[config.mk]
export PLATFORM = sky130hd
export DESIGN_NAME = tei_timer_ext
export DESIGN_NICKNAME = d
export VERILOG_FILES = /design/src/common/tei_pkg.sv /design/src/design/tei_pin_sync.sv /design/src/design/tei_timer_ext.sv
export VERILOG_INCLUDE_DIRS = /design/src /design/src/common
export SDC_FILE = /design/constraint.sdc
export NUM_CORES = 1
export LEC_CHECK = 0
export BUFFER_PORTS_ARGS = -buffer_cell sky130_fd_sc_hd__buf_2
export CAP_MARGIN = 20
export CORE_ASPECT_RATIO = 0.6
export CORE_MARGIN = 2
export CORE_UTILIZATION = 49
export DETAILED_ROUTE_END_ITERATION = 7
export HOLD_SLACK_MARGIN = 0.03
export PLACE_DENSITY = 0.76
export SYNTH_ARGS = -nofsm -noshare
export SYNTH_HDL_FRONTEND = slang
export SYNTH_SLANG_ARGS = --single-unit
export TNS_END_PERCENT = 100
[constraint.sdc]
create_clock -name mclk -period 1.65 [get_ports mclk]
set_clock_uncertainty 0.1 [all_clocks]
set_input_delay 0.2475 -clock mclk [delete_from_list [all_inputs] [get_ports mclk]]
set_output_delay 0.2475 -clock mclk [all_outputs]
set_load 0.01 [all_outputs]
[src/common/tei_params.svh]
`ifndef TEI_PARAMS_SVH
`define TEI_PARAMS_SVH

// Register byte offsets
`define TEI_CTRL_OFS 12'h000
`define TEI_TA_OFS 12'h004
`define TEI_TB_OFS 12'h008
`define TEI_IRQ_STAT_OFS 12'h00c
`define TEI_IRQ_MASK_OFS 12'h010

// Control register fields
`define TEI_CTRL_TA_RUN 0
`define TEI_CTRL_TB_RUN 1
`define TEI_CTRL_TA_GATE 2
`define TEI_CTRL_TB_GATE 3
`define TEI_CTRL_A_EDGE 4
`define TEI_CTRL_B_EDGE 5
`define TEI_CTRL_TA_CNT 6
`define TEI_CTRL_WIDTH 7
`define TEI_CTRL_RESET 7'h00

// Status fields: request flags and timer overflows
`define TEI_ST_A_REQ 0
`define TEI_ST_B_REQ 1
`define TEI_ST_TA_OVF 2
`define TEI_ST_TB_OVF 3
`define TEI_ST_WIDTH 4
`define TEI_ST_RESET 4'h0

`define TEI_TMR_WIDTH 16
`define TEI_TMR_RESET 16'h0000
`define TEI_TMR_STEP 16'h0001
`define TEI_RDATA_RESET 32'h0000_0000

`endif

[src/common/tei_pkg.sv]
package tei_pkg;
   typedef logic [11:0] tei_addr_t;
   typedef logic [31:0] tei_data_t;
   typedef logic [15:0] tei_count_t;
endpackage

[src/design/tei_pin_sync.sv]
`timescale 1ns/10ps
`include "tei_params.svh"

module tei_pin_sync (
   input wire logic mclk,
   input wire logic rst_n,
   input wire logic pinIn,
   output logic level,
   output logic fallPulse
);
   logic meta;
   logic sync;
   logic prev;
   logic next_meta;
   logic next_sync;
   logic next_prev;

   // Two stages, then one stage for the edge compare
   always_comb begin
      next_meta = pinIn;
      next_sync = meta;
      next_prev = sync;
   end

   always_ff @(posedge mclk or negedge rst_n) begin
      if (!rst_n) begin
         meta <= 1'b1;
         sync <= 1'b1;
         prev <= 1'b1;
      end else begin
         meta <= next_meta;
         sync <= next_sync;
         prev <= next_prev;
      end
   end

   assign level = sync;
   assign fallPulse = prev & ~sync;
endmodule

[src/design/tei_timer_ext.sv]
`timescale 1ns/10ps
`include "tei_params.svh"

// Overview of operation
// - With timer A gate select set, timer A counts only while ext_irq_pin_a is high.
// - With timer B gate select set, timer B counts only while ext_irq_pin_b is high.
// - With irq A edge select set, a falling edge on ext_irq_pin_a sets the A request flag.
// - With irq A edge select clear, a low level on ext_irq_pin_a sets the A request flag.
// - With irq B edge select set, a falling edge on ext_irq_pin_b sets the B request flag.
// - With irq B edge select clear, a low level on ext_irq_pin_b sets the B request flag.
// - In counter mode timer A steps by one per falling edge on the count pin.
module tei_timer_ext (
   input wire logic mclk,
   input wire logic rst_n,
   input wire logic psel,
   input wire logic penable,
   input wire logic pwrite,
   input wire tei_pkg::tei_addr_t paddr,
   input wire tei_pkg::tei_data_t pwdata,
   output tei_pkg::tei_data_t prdata,
   output logic pready,
   output logic pslverr,
   input wire logic extIrqPinA_n,
   input wire logic extIrqPinB_n,
   input wire logic timerACountPin,
   output logic irq
);
   import tei_pkg::*;

   logic pinALevel;
   logic pinAFall;
   logic pinBLevel;
   logic pinBFall;
   logic cntLevel;
   logic cntFall;

   // Gate and request pin A
   tei_pin_sync uSyncA (
      .mclk(mclk),
      .rst_n(rst_n),
      .pinIn(extIrqPinA_n),
      .level(pinALevel),
      .fallPulse(pinAFall)
   );

   // Gate and request pin B
   tei_pin_sync uSyncB (
      .mclk(mclk),
      .rst_n(rst_n),
      .pinIn(extIrqPinB_n),
      .level(pinBLevel),
      .fallPulse(pinBFall)
   );

   // Timer A count pin
   tei_pin_sync uSyncC (
      .mclk(mclk),
      .rst_n(rst_n),
      .pinIn(timerACountPin),
      .level(cntLevel),
      .fallPulse(cntFall)
   );

   logic [`TEI_CTRL_WIDTH-1:0] timerControlReg;
   logic [`TEI_CTRL_WIDTH-1:0] next_timerControlReg;
   tei_count_t timerA;
   tei_count_t timerB;
   tei_count_t next_timerA;
   tei_count_t next_timerB;
   logic [`TEI_ST_WIDTH-1:0] irqStat;
   logic [`TEI_ST_WIDTH-1:0] next_irqStat;
   logic [`TEI_ST_WIDTH-1:0] irqMask;
   logic [`TEI_ST_WIDTH-1:0] next_irqMask;
   tei_data_t next_prdata;

   // Bus decode and datapath controls
   logic wrEn;
   logic rdCapture;
   logic addrOk;
   logic selCtrl;
   logic selTa;
   logic selTb;
   logic selStat;
   logic selMask;
   logic timerAGateSelect;
   logic timerBGateSelect;
   logic irqAEdgeSelect;
   logic irqBEdgeSelect;
   logic timerACounter;
   logic runA;
   logic runB;
   logic stepA;
   logic stepB;
   logic ovfA;
   logic ovfB;
   logic setA;
   logic setB;
   logic [`TEI_ST_WIDTH-1:0] setBits;
   logic [`TEI_ST_WIDTH-1:0] clrBits;

   // One select per mapped register
   assign selCtrl = (paddr == `TEI_CTRL_OFS);
   assign selTa = (paddr == `TEI_TA_OFS);
   assign selTb = (paddr == `TEI_TB_OFS);
   assign selStat = (paddr == `TEI_IRQ_STAT_OFS);
   assign selMask = (paddr == `TEI_IRQ_MASK_OFS);
   assign addrOk = selCtrl | selTa | selTb | selStat | selMask;

   // Zero wait states: read data is loaded in the setup cycle
   assign wrEn = psel & penable & pwrite;
   assign rdCapture = psel & ~penable & ~pwrite;
   assign pready = 1'b1;
   assign pslverr = psel & penable & ~addrOk;

   // Decoded control fields
   assign timerAGateSelect = timerControlReg[`TEI_CTRL_TA_GATE];
   assign timerBGateSelect = timerControlReg[`TEI_CTRL_TB_GATE];
   assign irqAEdgeSelect = timerControlReg[`TEI_CTRL_A_EDGE];
   assign irqBEdgeSelect = timerControlReg[`TEI_CTRL_B_EDGE];
   assign timerACounter = timerControlReg[`TEI_CTRL_TA_CNT];

   // Hardware run gates: a low pin holds the timer
   always_comb begin
      runA = timerControlReg[`TEI_CTRL_TA_RUN];
      if (timerAGateSelect && !pinALevel) begin
         runA = 1'b0;
      end
   end

   always_comb begin
      runB = timerControlReg[`TEI_CTRL_TB_RUN];
      if (timerBGateSelect && !pinBLevel) begin
         runB = 1'b0;
      end
   end

   // Timer A steps every clock, or once per count pin fall in counter mode
   always_comb begin
      stepA = 1'b0;
      if (runA) begin
         if (timerACounter) begin
            stepA = cntFall;
         end else begin
            stepA = 1'b1;
         end
      end
   end

   assign stepB = runB;
   assign ovfA = stepA & (&timerA);
   assign ovfB = stepB & (&timerB);

   // Request flag sources: edge or level trigger
   always_comb begin
      if (irqAEdgeSelect) begin
         setA = pinAFall;
      end else begin
         setA = ~pinALevel;
      end
   end

   always_comb begin
      if (irqBEdgeSelect) begin
         setB = pinBFall;
      end else begin
         setB = ~pinBLevel;
      end
   end

   // Status event sources
   always_comb begin
      setBits = '0;
      setBits[`TEI_ST_A_REQ] = setA;
      setBits[`TEI_ST_B_REQ] = setB;
      setBits[`TEI_ST_TA_OVF] = ovfA;
      setBits[`TEI_ST_TB_OVF] = ovfB;
   end

   // Write one to clear
   always_comb begin
      clrBits = '0;
      if (wrEn && selStat) begin
         clrBits = pwdata[`TEI_ST_WIDTH-1:0];
      end
   end

   // Control register
   always_comb begin
      next_timerControlReg = timerControlReg;
      if (wrEn && selCtrl) begin
         next_timerControlReg = pwdata[`TEI_CTRL_WIDTH-1:0];
      end
   end

   always_ff @(posedge mclk or negedge rst_n) begin
      if (!rst_n) begin
         timerControlReg <= `TEI_CTRL_RESET;
      end else begin
         timerControlReg <= next_timerControlReg;
      end
   end

   // Timer A: a bus write wins over a step in the same cycle
   always_comb begin
      next_timerA = timerA;
      if (stepA) begin
         next_timerA = timerA + `TEI_TMR_STEP;
      end
      if (wrEn && selTa) begin
         next_timerA = pwdata[`TEI_TMR_WIDTH-1:0];
      end
   end

   always_ff @(posedge mclk or negedge rst_n) begin
      if (!rst_n) begin
         timerA <= `TEI_TMR_RESET;
      end else begin
         timerA <= next_timerA;
      end
   end

   // Timer B: a bus write wins over a step in the same cycle
   always_comb begin
      next_timerB = timerB;
      if (stepB) begin
         next_timerB = timerB + `TEI_TMR_STEP;
      end
      if (wrEn && selTb) begin
         next_timerB = pwdata[`TEI_TMR_WIDTH-1:0];
      end
   end

   always_ff @(posedge mclk or negedge rst_n) begin
      if (!rst_n) begin
         timerB <= `TEI_TMR_RESET;
      end else begin
         timerB <= next_timerB;
      end
   end

   // Status flags: a set wins over a clear in the same cycle
   always_comb begin
      next_irqStat = (irqStat & ~clrBits) | setBits;
   end

   always_ff @(posedge mclk or negedge rst_n) begin
      if (!rst_n) begin
         irqStat <= `TEI_ST_RESET;
      end else begin
         irqStat <= next_irqStat;
      end
   end

   // Interrupt mask
   always_comb begin
      next_irqMask = irqMask;
      if (wrEn && selMask) begin
         next_irqMask = pwdata[`TEI_ST_WIDTH-1:0];
      end
   end

   always_ff @(posedge mclk or negedge rst_n) begin
      if (!rst_n) begin
         irqMask <= `TEI_ST_RESET;
      end else begin
         irqMask <= next_irqMask;
      end
   end

   // Read data register; unmapped offsets read zero
   always_comb begin
      next_prdata = prdata;
      if (rdCapture) begin
         next_prdata = '0;
         if (selCtrl) begin
            next_prdata[`TEI_CTRL_WIDTH-1:0] = timerControlReg;
         end
         if (selTa) begin
            next_prdata[`TEI_TMR_WIDTH-1:0] = timerA;
         end
         if (selTb) begin
            next_prdata[`TEI_TMR_WIDTH-1:0] = timerB;
         end
         if (selStat) begin
            next_prdata[`TEI_ST_WIDTH-1:0] = irqStat;
         end
         if (selMask) begin
            next_prdata[`TEI_ST_WIDTH-1:0] = irqMask;
         end
      end
   end

   always_ff @(posedge mclk or negedge rst_n) begin
      if (!rst_n) begin
         prdata <= `TEI_RDATA_RESET;
      end else begin
         prdata <= next_prdata;
      end
   end

   // Interrupt line, high while an unmasked flag is set
   assign irq = |(irqStat & irqMask);
endmodule

Yosys cells after proc, flatten, opt, wreduce, memory -nomap -nowiden:

Cells that the tools add are included.

* shifts and indexed selects: 0
* equality and inequality tests: 4
* $lt $le $gt $ge: 0
* multipliers: 0
* multiplexer cells: 16
* divide/modulo/power cells: 0
* reductions and logical operators: 15
* add/subtract/negate cells: 2
* bitwise operators: 24

Operators by type and width (number)
* $mux 16: 6
* $add 16x1->16 const B: 2
* $reduce_and 16->1: 2
* $eq 12x4->1 const B: 2
* $eq 12x3->1 const B: 1
* $eq 12x5->1 const B: 1
* $logic_not 12->1: 1
* $mux 4: 3
* $and 1x1->1: 10
* $and 4x4->4: 2
* $logic_and 1x1->1: 7
* $mux 7: 1
* $mux 1: 6
* $not 1->1: 6
* $not 4->4: 1
* $or 1x1->1: 4
* $or 4x4->4: 1
* $reduce_bool 2->1: 2
* $reduce_or 4->1: 1
* $logic_not 1->1: 2

* word-level logic and storage cells: 76
* output and inout bits: 35
* latch bits: 0
* flip-flop bits (word level): 72
* memory bits (writable): 0
* memory bits (read-only): 0
* memories kept: 0
* input port bits: 52

Depth between registers and ports, before layout:

* depth in word-level cells: 7
* mapped depth: 8
* depth with buffers taken out: 6

Cells and area by module:

From an unflattened synthesis, not the netlist that was laid out.

* cell total of the unflattened synthesis: 395
* area total of the unflattened synthesis: 3843.7 um2

Modules (own cells, without submodules)
* tei_timer_ext: instances 1, area each 3565.9 um2, cells each 383, seq. area each 1576.5 um2
* tei_pin_sync: instances 3, area each 92.6 um2, cells each 4, seq. area each 78.8 um2

Worst setup path after synthesis:

Ideal clock, no wire load.

* path type: in2reg
* from: input port paddr[7]
* to: register timerA[0]
* arrival: 1.781 ns
* stages: 6
* data required time: 1.424 ns
* setup slack: -0.356 ns
* buffers on the path: 2
* library setup time: 0.126 ns
* cells stage by stage: or4_4 -> or4_1 -> clkbuf_1 -> clkbuf_1 -> nor2_1 -> a21oi_1

* longest elaborated chain between the ends: 3
* elaborated cells on any way between the ends: 4
* those cells by class: 1 x eq/ne; 1 x mux; 2 x reduce/logical

Ends and longest elaborated chain
* start, declared: RTL line tei_timer_ext.sv:18 `input wire tei_pkg::tei_addr_t paddr,`
* $eq 12x3->1 (no source line) *
* $logic_and 1x1->1 *: RTL line tei_timer_ext.sv:209 `if (wrEn && selTa) begin`
* $mux 16 / $reduce_bool 2->1 (equally long branches)
* end signal, assigned: RTL line tei_timer_ext.sv:216 `` timerA <= `TEI_TMR_RESET; ``
* end signal, assigned: RTL line tei_timer_ext.sv:218 `timerA <= next_timerA;`
* end, declared: RTL line tei_timer_ext.sv:66 `tei_count_t timerA;`

Every way passes the cells marked *; elsewhere a longest branch is shown, timed or not.
A chain may end at the register's enable or synchronous reset.

Final worst setup path:

* from: input port paddr[11]
* to: register timerB[0]

* longest elaborated chain between the ends: 3
* elaborated cells on any way between the ends: 4
* those cells by class: 1 x eq/ne; 1 x mux; 2 x reduce/logical

Ends and longest elaborated chain
* $eq 12x4->1 (no source line) *
* $logic_and 1x1->1 *: RTL line tei_timer_ext.sv:228 `if (wrEn && selTb) begin`
* $mux 16 / $reduce_bool 2->1 (equally long branches)
* end signal, assigned: RTL line tei_timer_ext.sv:235 `` timerB <= `TEI_TMR_RESET; ``
* end signal, assigned: RTL line tei_timer_ext.sv:237 `timerB <= next_timerB;`
* end, declared: RTL line tei_timer_ext.sv:67 `tei_count_t timerB;`

Marks and branches as above.

==> summary.md <==
| Metric | Value |
|---|---|
| Outcome | complete, but fails checks |
| Failing checks | setup timing |
| Area grow syn2layout | 44.6% |
| Final Slew Violations | 0 |
| Largest family of logic cells by synthesized area | simple AND/OR/NAND/NOR gates |
| PnR worst setup slack | -245 ps |
| RSZ-0062 raised after global routing | true |
| Die Span Y | 72.2 um |
| Worst path max stage delay | 560 ps |
| Cell area after synthesis | 3800 um^2 |
| Commonest non-fill, non-tap cell in the layout | dfrtp_1 |
| Reg2Reg Setup Slack | -60 ps |
| Cell depth of the worst hold path | 3 |
| Maximum VDD drop | 564 uV |
| Clk sink count | 72 |
| DRT antenna net count | 0 |
| First-pass GRT wire length | between 15 and 20 mm |
| Post-synth EDFFs | 0 |
| Core region area | 7390 um^2 |
| Hold Fails Final Rpt | 0 |
| Die Wd | 118 um |
| Setup-failing EPs final | 48 |
| Worst EP required | 1810 ps |
| HP Start | pwdata[12] |
| CP max stage cell | or4_4 |
| Worst-path clk slew | 60 ps |
| Critical Path AT | 2060 ps |
| R2R depth | 5 |
| Initial Util | 0.515 |
| Commonest cells after routing, fill and taps aside | dfrtp_1, buf_2, buf_4 |
| Hold Slack | 38.1 ps |
| Adder-cell share of the synthesized area | 0.00658 |
| Worst r2r src | uSyncC.prev |
| Placer congestion estimate | 0.951 |
| TritonCTS buffer count | 9 |
| Port buffer count | 53 |
| Worst skew pair latency | 340 ps |
| Final core utilization | 0.744 |
| Via count | about 3500 |
| Wire per inst | 19.6 um |
| Mapped Avg Cell Area | slightly below 10 um^2 |
| Total Wirelength | 11.9 mm |
| FF+latch count, synth | 72 |
| Synth async-reset ratio | 1.00 |
| Initial antenna violation count | 0 |
| Reg-to-reg endpoint | timerA[13] |
| I/O pin total | 87 |
| CP max FO | 6 |
| Power Density | 1000 nW/um^2 |
| Synth Area in Compound Gates | 0.118 |
| DRT iter0 DRCs | 287 |
| CTS tree | built |
| Vias per cell | 5.71 |
| Fmax achieved | 0.528 GHz |
| Hpwl dp | between 7 and 8 mm |
| Vias in the first global route | 3273 |
| Clk buf depth | 2 |
| Final Cycle Share | 1.15 |
| Antenna diodes | 0 |
| Pre-CTS WS | -579 ps |
| Worst hold endpoint | timerB[12] |
| Die area | 8510 um^2 |
| Leakage power | about 0.0023 uW |
| Post-route DRC violation count | 0 |
| Row count | 24 |
| Min cycle time layout | 1900 ps |
| Share of layout cells above drive strength 1 | 0.492 |
| Drt first pass iters | 5 |
| Mux cell area share after synthesis | 0.0635 |
| Synth Area in XOR/XNOR | 0.0691 |
| Total Routing Usage GR | 0.275 |
| Largest net degree at the start of global routing | 43 |
| Max-Cap Viols | 0 |
| Cell total after placement | 575 |
| Crit-path cells | buf_6, or4_4, buf_6, nor4b_4, and3_4, buf_12, buf_12, nand2_4, o21ai_2 |
| Yosys warning total | 0 |
| Power Total | 5520 uW |
| Crit end category | flip-flop |
| Post-layout net count | about 550 |
| Worst Setup Start Kind | primary input |
| GR Overflow Total | 0 |
| H-tree depth | 3 |
| Post-synthesis sequential area ratio | 0.477 |
| Distinct cells, synth | between 40 and 50 |
| Hold WC Path Type | primary input to flip-flop |
| Non-Filler Instances | 608 |
| Post-Syn Instances | just under 400 |
| CTS root buffer | clkbuf_16 |
| Setup CP Type | primary input to flip-flop |
| Primary FF master, synth | dfrtp_1 |
| Synth Area in Simple Gates | 0.205 |
area by class of cell:
class | instances | area (um^2)
Sequential cell | 72 | 1810
Inverter | 5 | 18.8
Multi-Input combinational cell | 296 | 2320
Tap cell | 104 | 130
Timing Repair Buffer | 115 | 925
Fill cell | 531 | 1890
Clock inverter | 4 | 45.0
Clock buffer | 12 | 246
cells in the mapped netlist, drive strengths merged (5+ instances only):
master / instances / share of area
dfrtp: 63 / 0.41
nor2: 46 / 0.045
a21oi: 35 / 0.046
nand2: 35 / 0.035
buf: 24 / 0.045
o21ai: 20 / 0.026
xnor2: 15 / 0.035
xor2: 15 / 0.035
nand4: 13 / 0.021
a22oi: 11 / 0.022
nand3: 11 / 0.014
clkbuf: 10 / 0.010
dfstp: 9 / 0.062
mux2: 9 / 0.027
and3: 8 / 0.013
a211oi: 6 / 0.012
nor2b: 6 / 0.0099
nor4: 6 / 0.014
inv: 5 / 0.0049
mux2i: 5 / 0.013
nor3: 5 / 0.0079
metal layers:
layer	up-vias	track usage	routed length [um]
met1	1670	0.409	5430
met4	0	0.0576	132
met3	20	0.104	1340
li1	1582	-	-
met5	-	0	0
met2	201	0.384	5030
cells by family after synthesis:
group                      count (synthesis)
other                                      2
adders and majority gates                  2
buffers and inverters                     39
and+or+nand+nor                          151
muxes                                     18
AOI/OAI and AO/OA                         77
xor gates and xnor gates                  30
DFF                                       72
worst max-delay path, delay by kind of cell:
family | cells | cell delay [ps]
buffers and inverters | 4 | 530
AO/OA/AOI/OAI | 1 | 60
AND/OR/NAND/NOR | 4 | 1220
what timing repair did:
action                     in CTS  in global routing
gates resized for setup        37                 92
pin swaps                       5                 41
hold endpoints to repair       16                  0
setup buffers                   3                  7
hold buffers                    4                  0
setup endpoints to repair      48                 58
cloned                          0                  4
state kept, by name (all words and copies together) (netlist names):
| name | flops |
|---|---|
| uSyncC.meta | 1 |
| irqMask | 4 |
| uSyncB.meta | 1 |
| timerB | 16 |
| uSyncA.meta | 1 |
| uSyncB.level | 1 |
| uSyncC.level | 1 |
| irqStat | 4 |
| prdata | 16 |
| uSyncB.prev | 1 |
| uSyncA.level | 1 |
| uSyncA.prev | 1 |
| timerControlReg | 7 |
| timerA | 16 |
| uSyncC.prev | 1 |
how the worst max path moves through the flow:
stage | slack, ps | from | to | cells after the start
after floorplan | -340 | paddr[7] | timerA[11] | 6
after global placement | -490 | paddr[7] | timerA[13] | 6
after detailed placement | -580 | paddr[7] | timerA[15] | 6
after CTS | -220 | paddr[8] | pslverr | 5
after global routing | -280 | paddr[11] | timerB[0] | 9
final | -250 | paddr[11] | timerB[0] | 9
report_power, final:
group | leakage [uW] | internal (uW) | switching (uW)
Combinational | 0.00141 | 556 | 655
Sequential | 0.000782 | 2040 | 328
Clock | 0.000146 | 1200 | 731
metrics by stage:
stage | TNS (ps) | cell area, um^2
floorplan | -13520 | 4000
CTS | -3020 | 5060
global route | -7640 | 5500
detailed placement | -25740 | 4560
finish | -5500 | 5500
global placement | -23950 | 4560
Power figures use the tool's default switching activity.
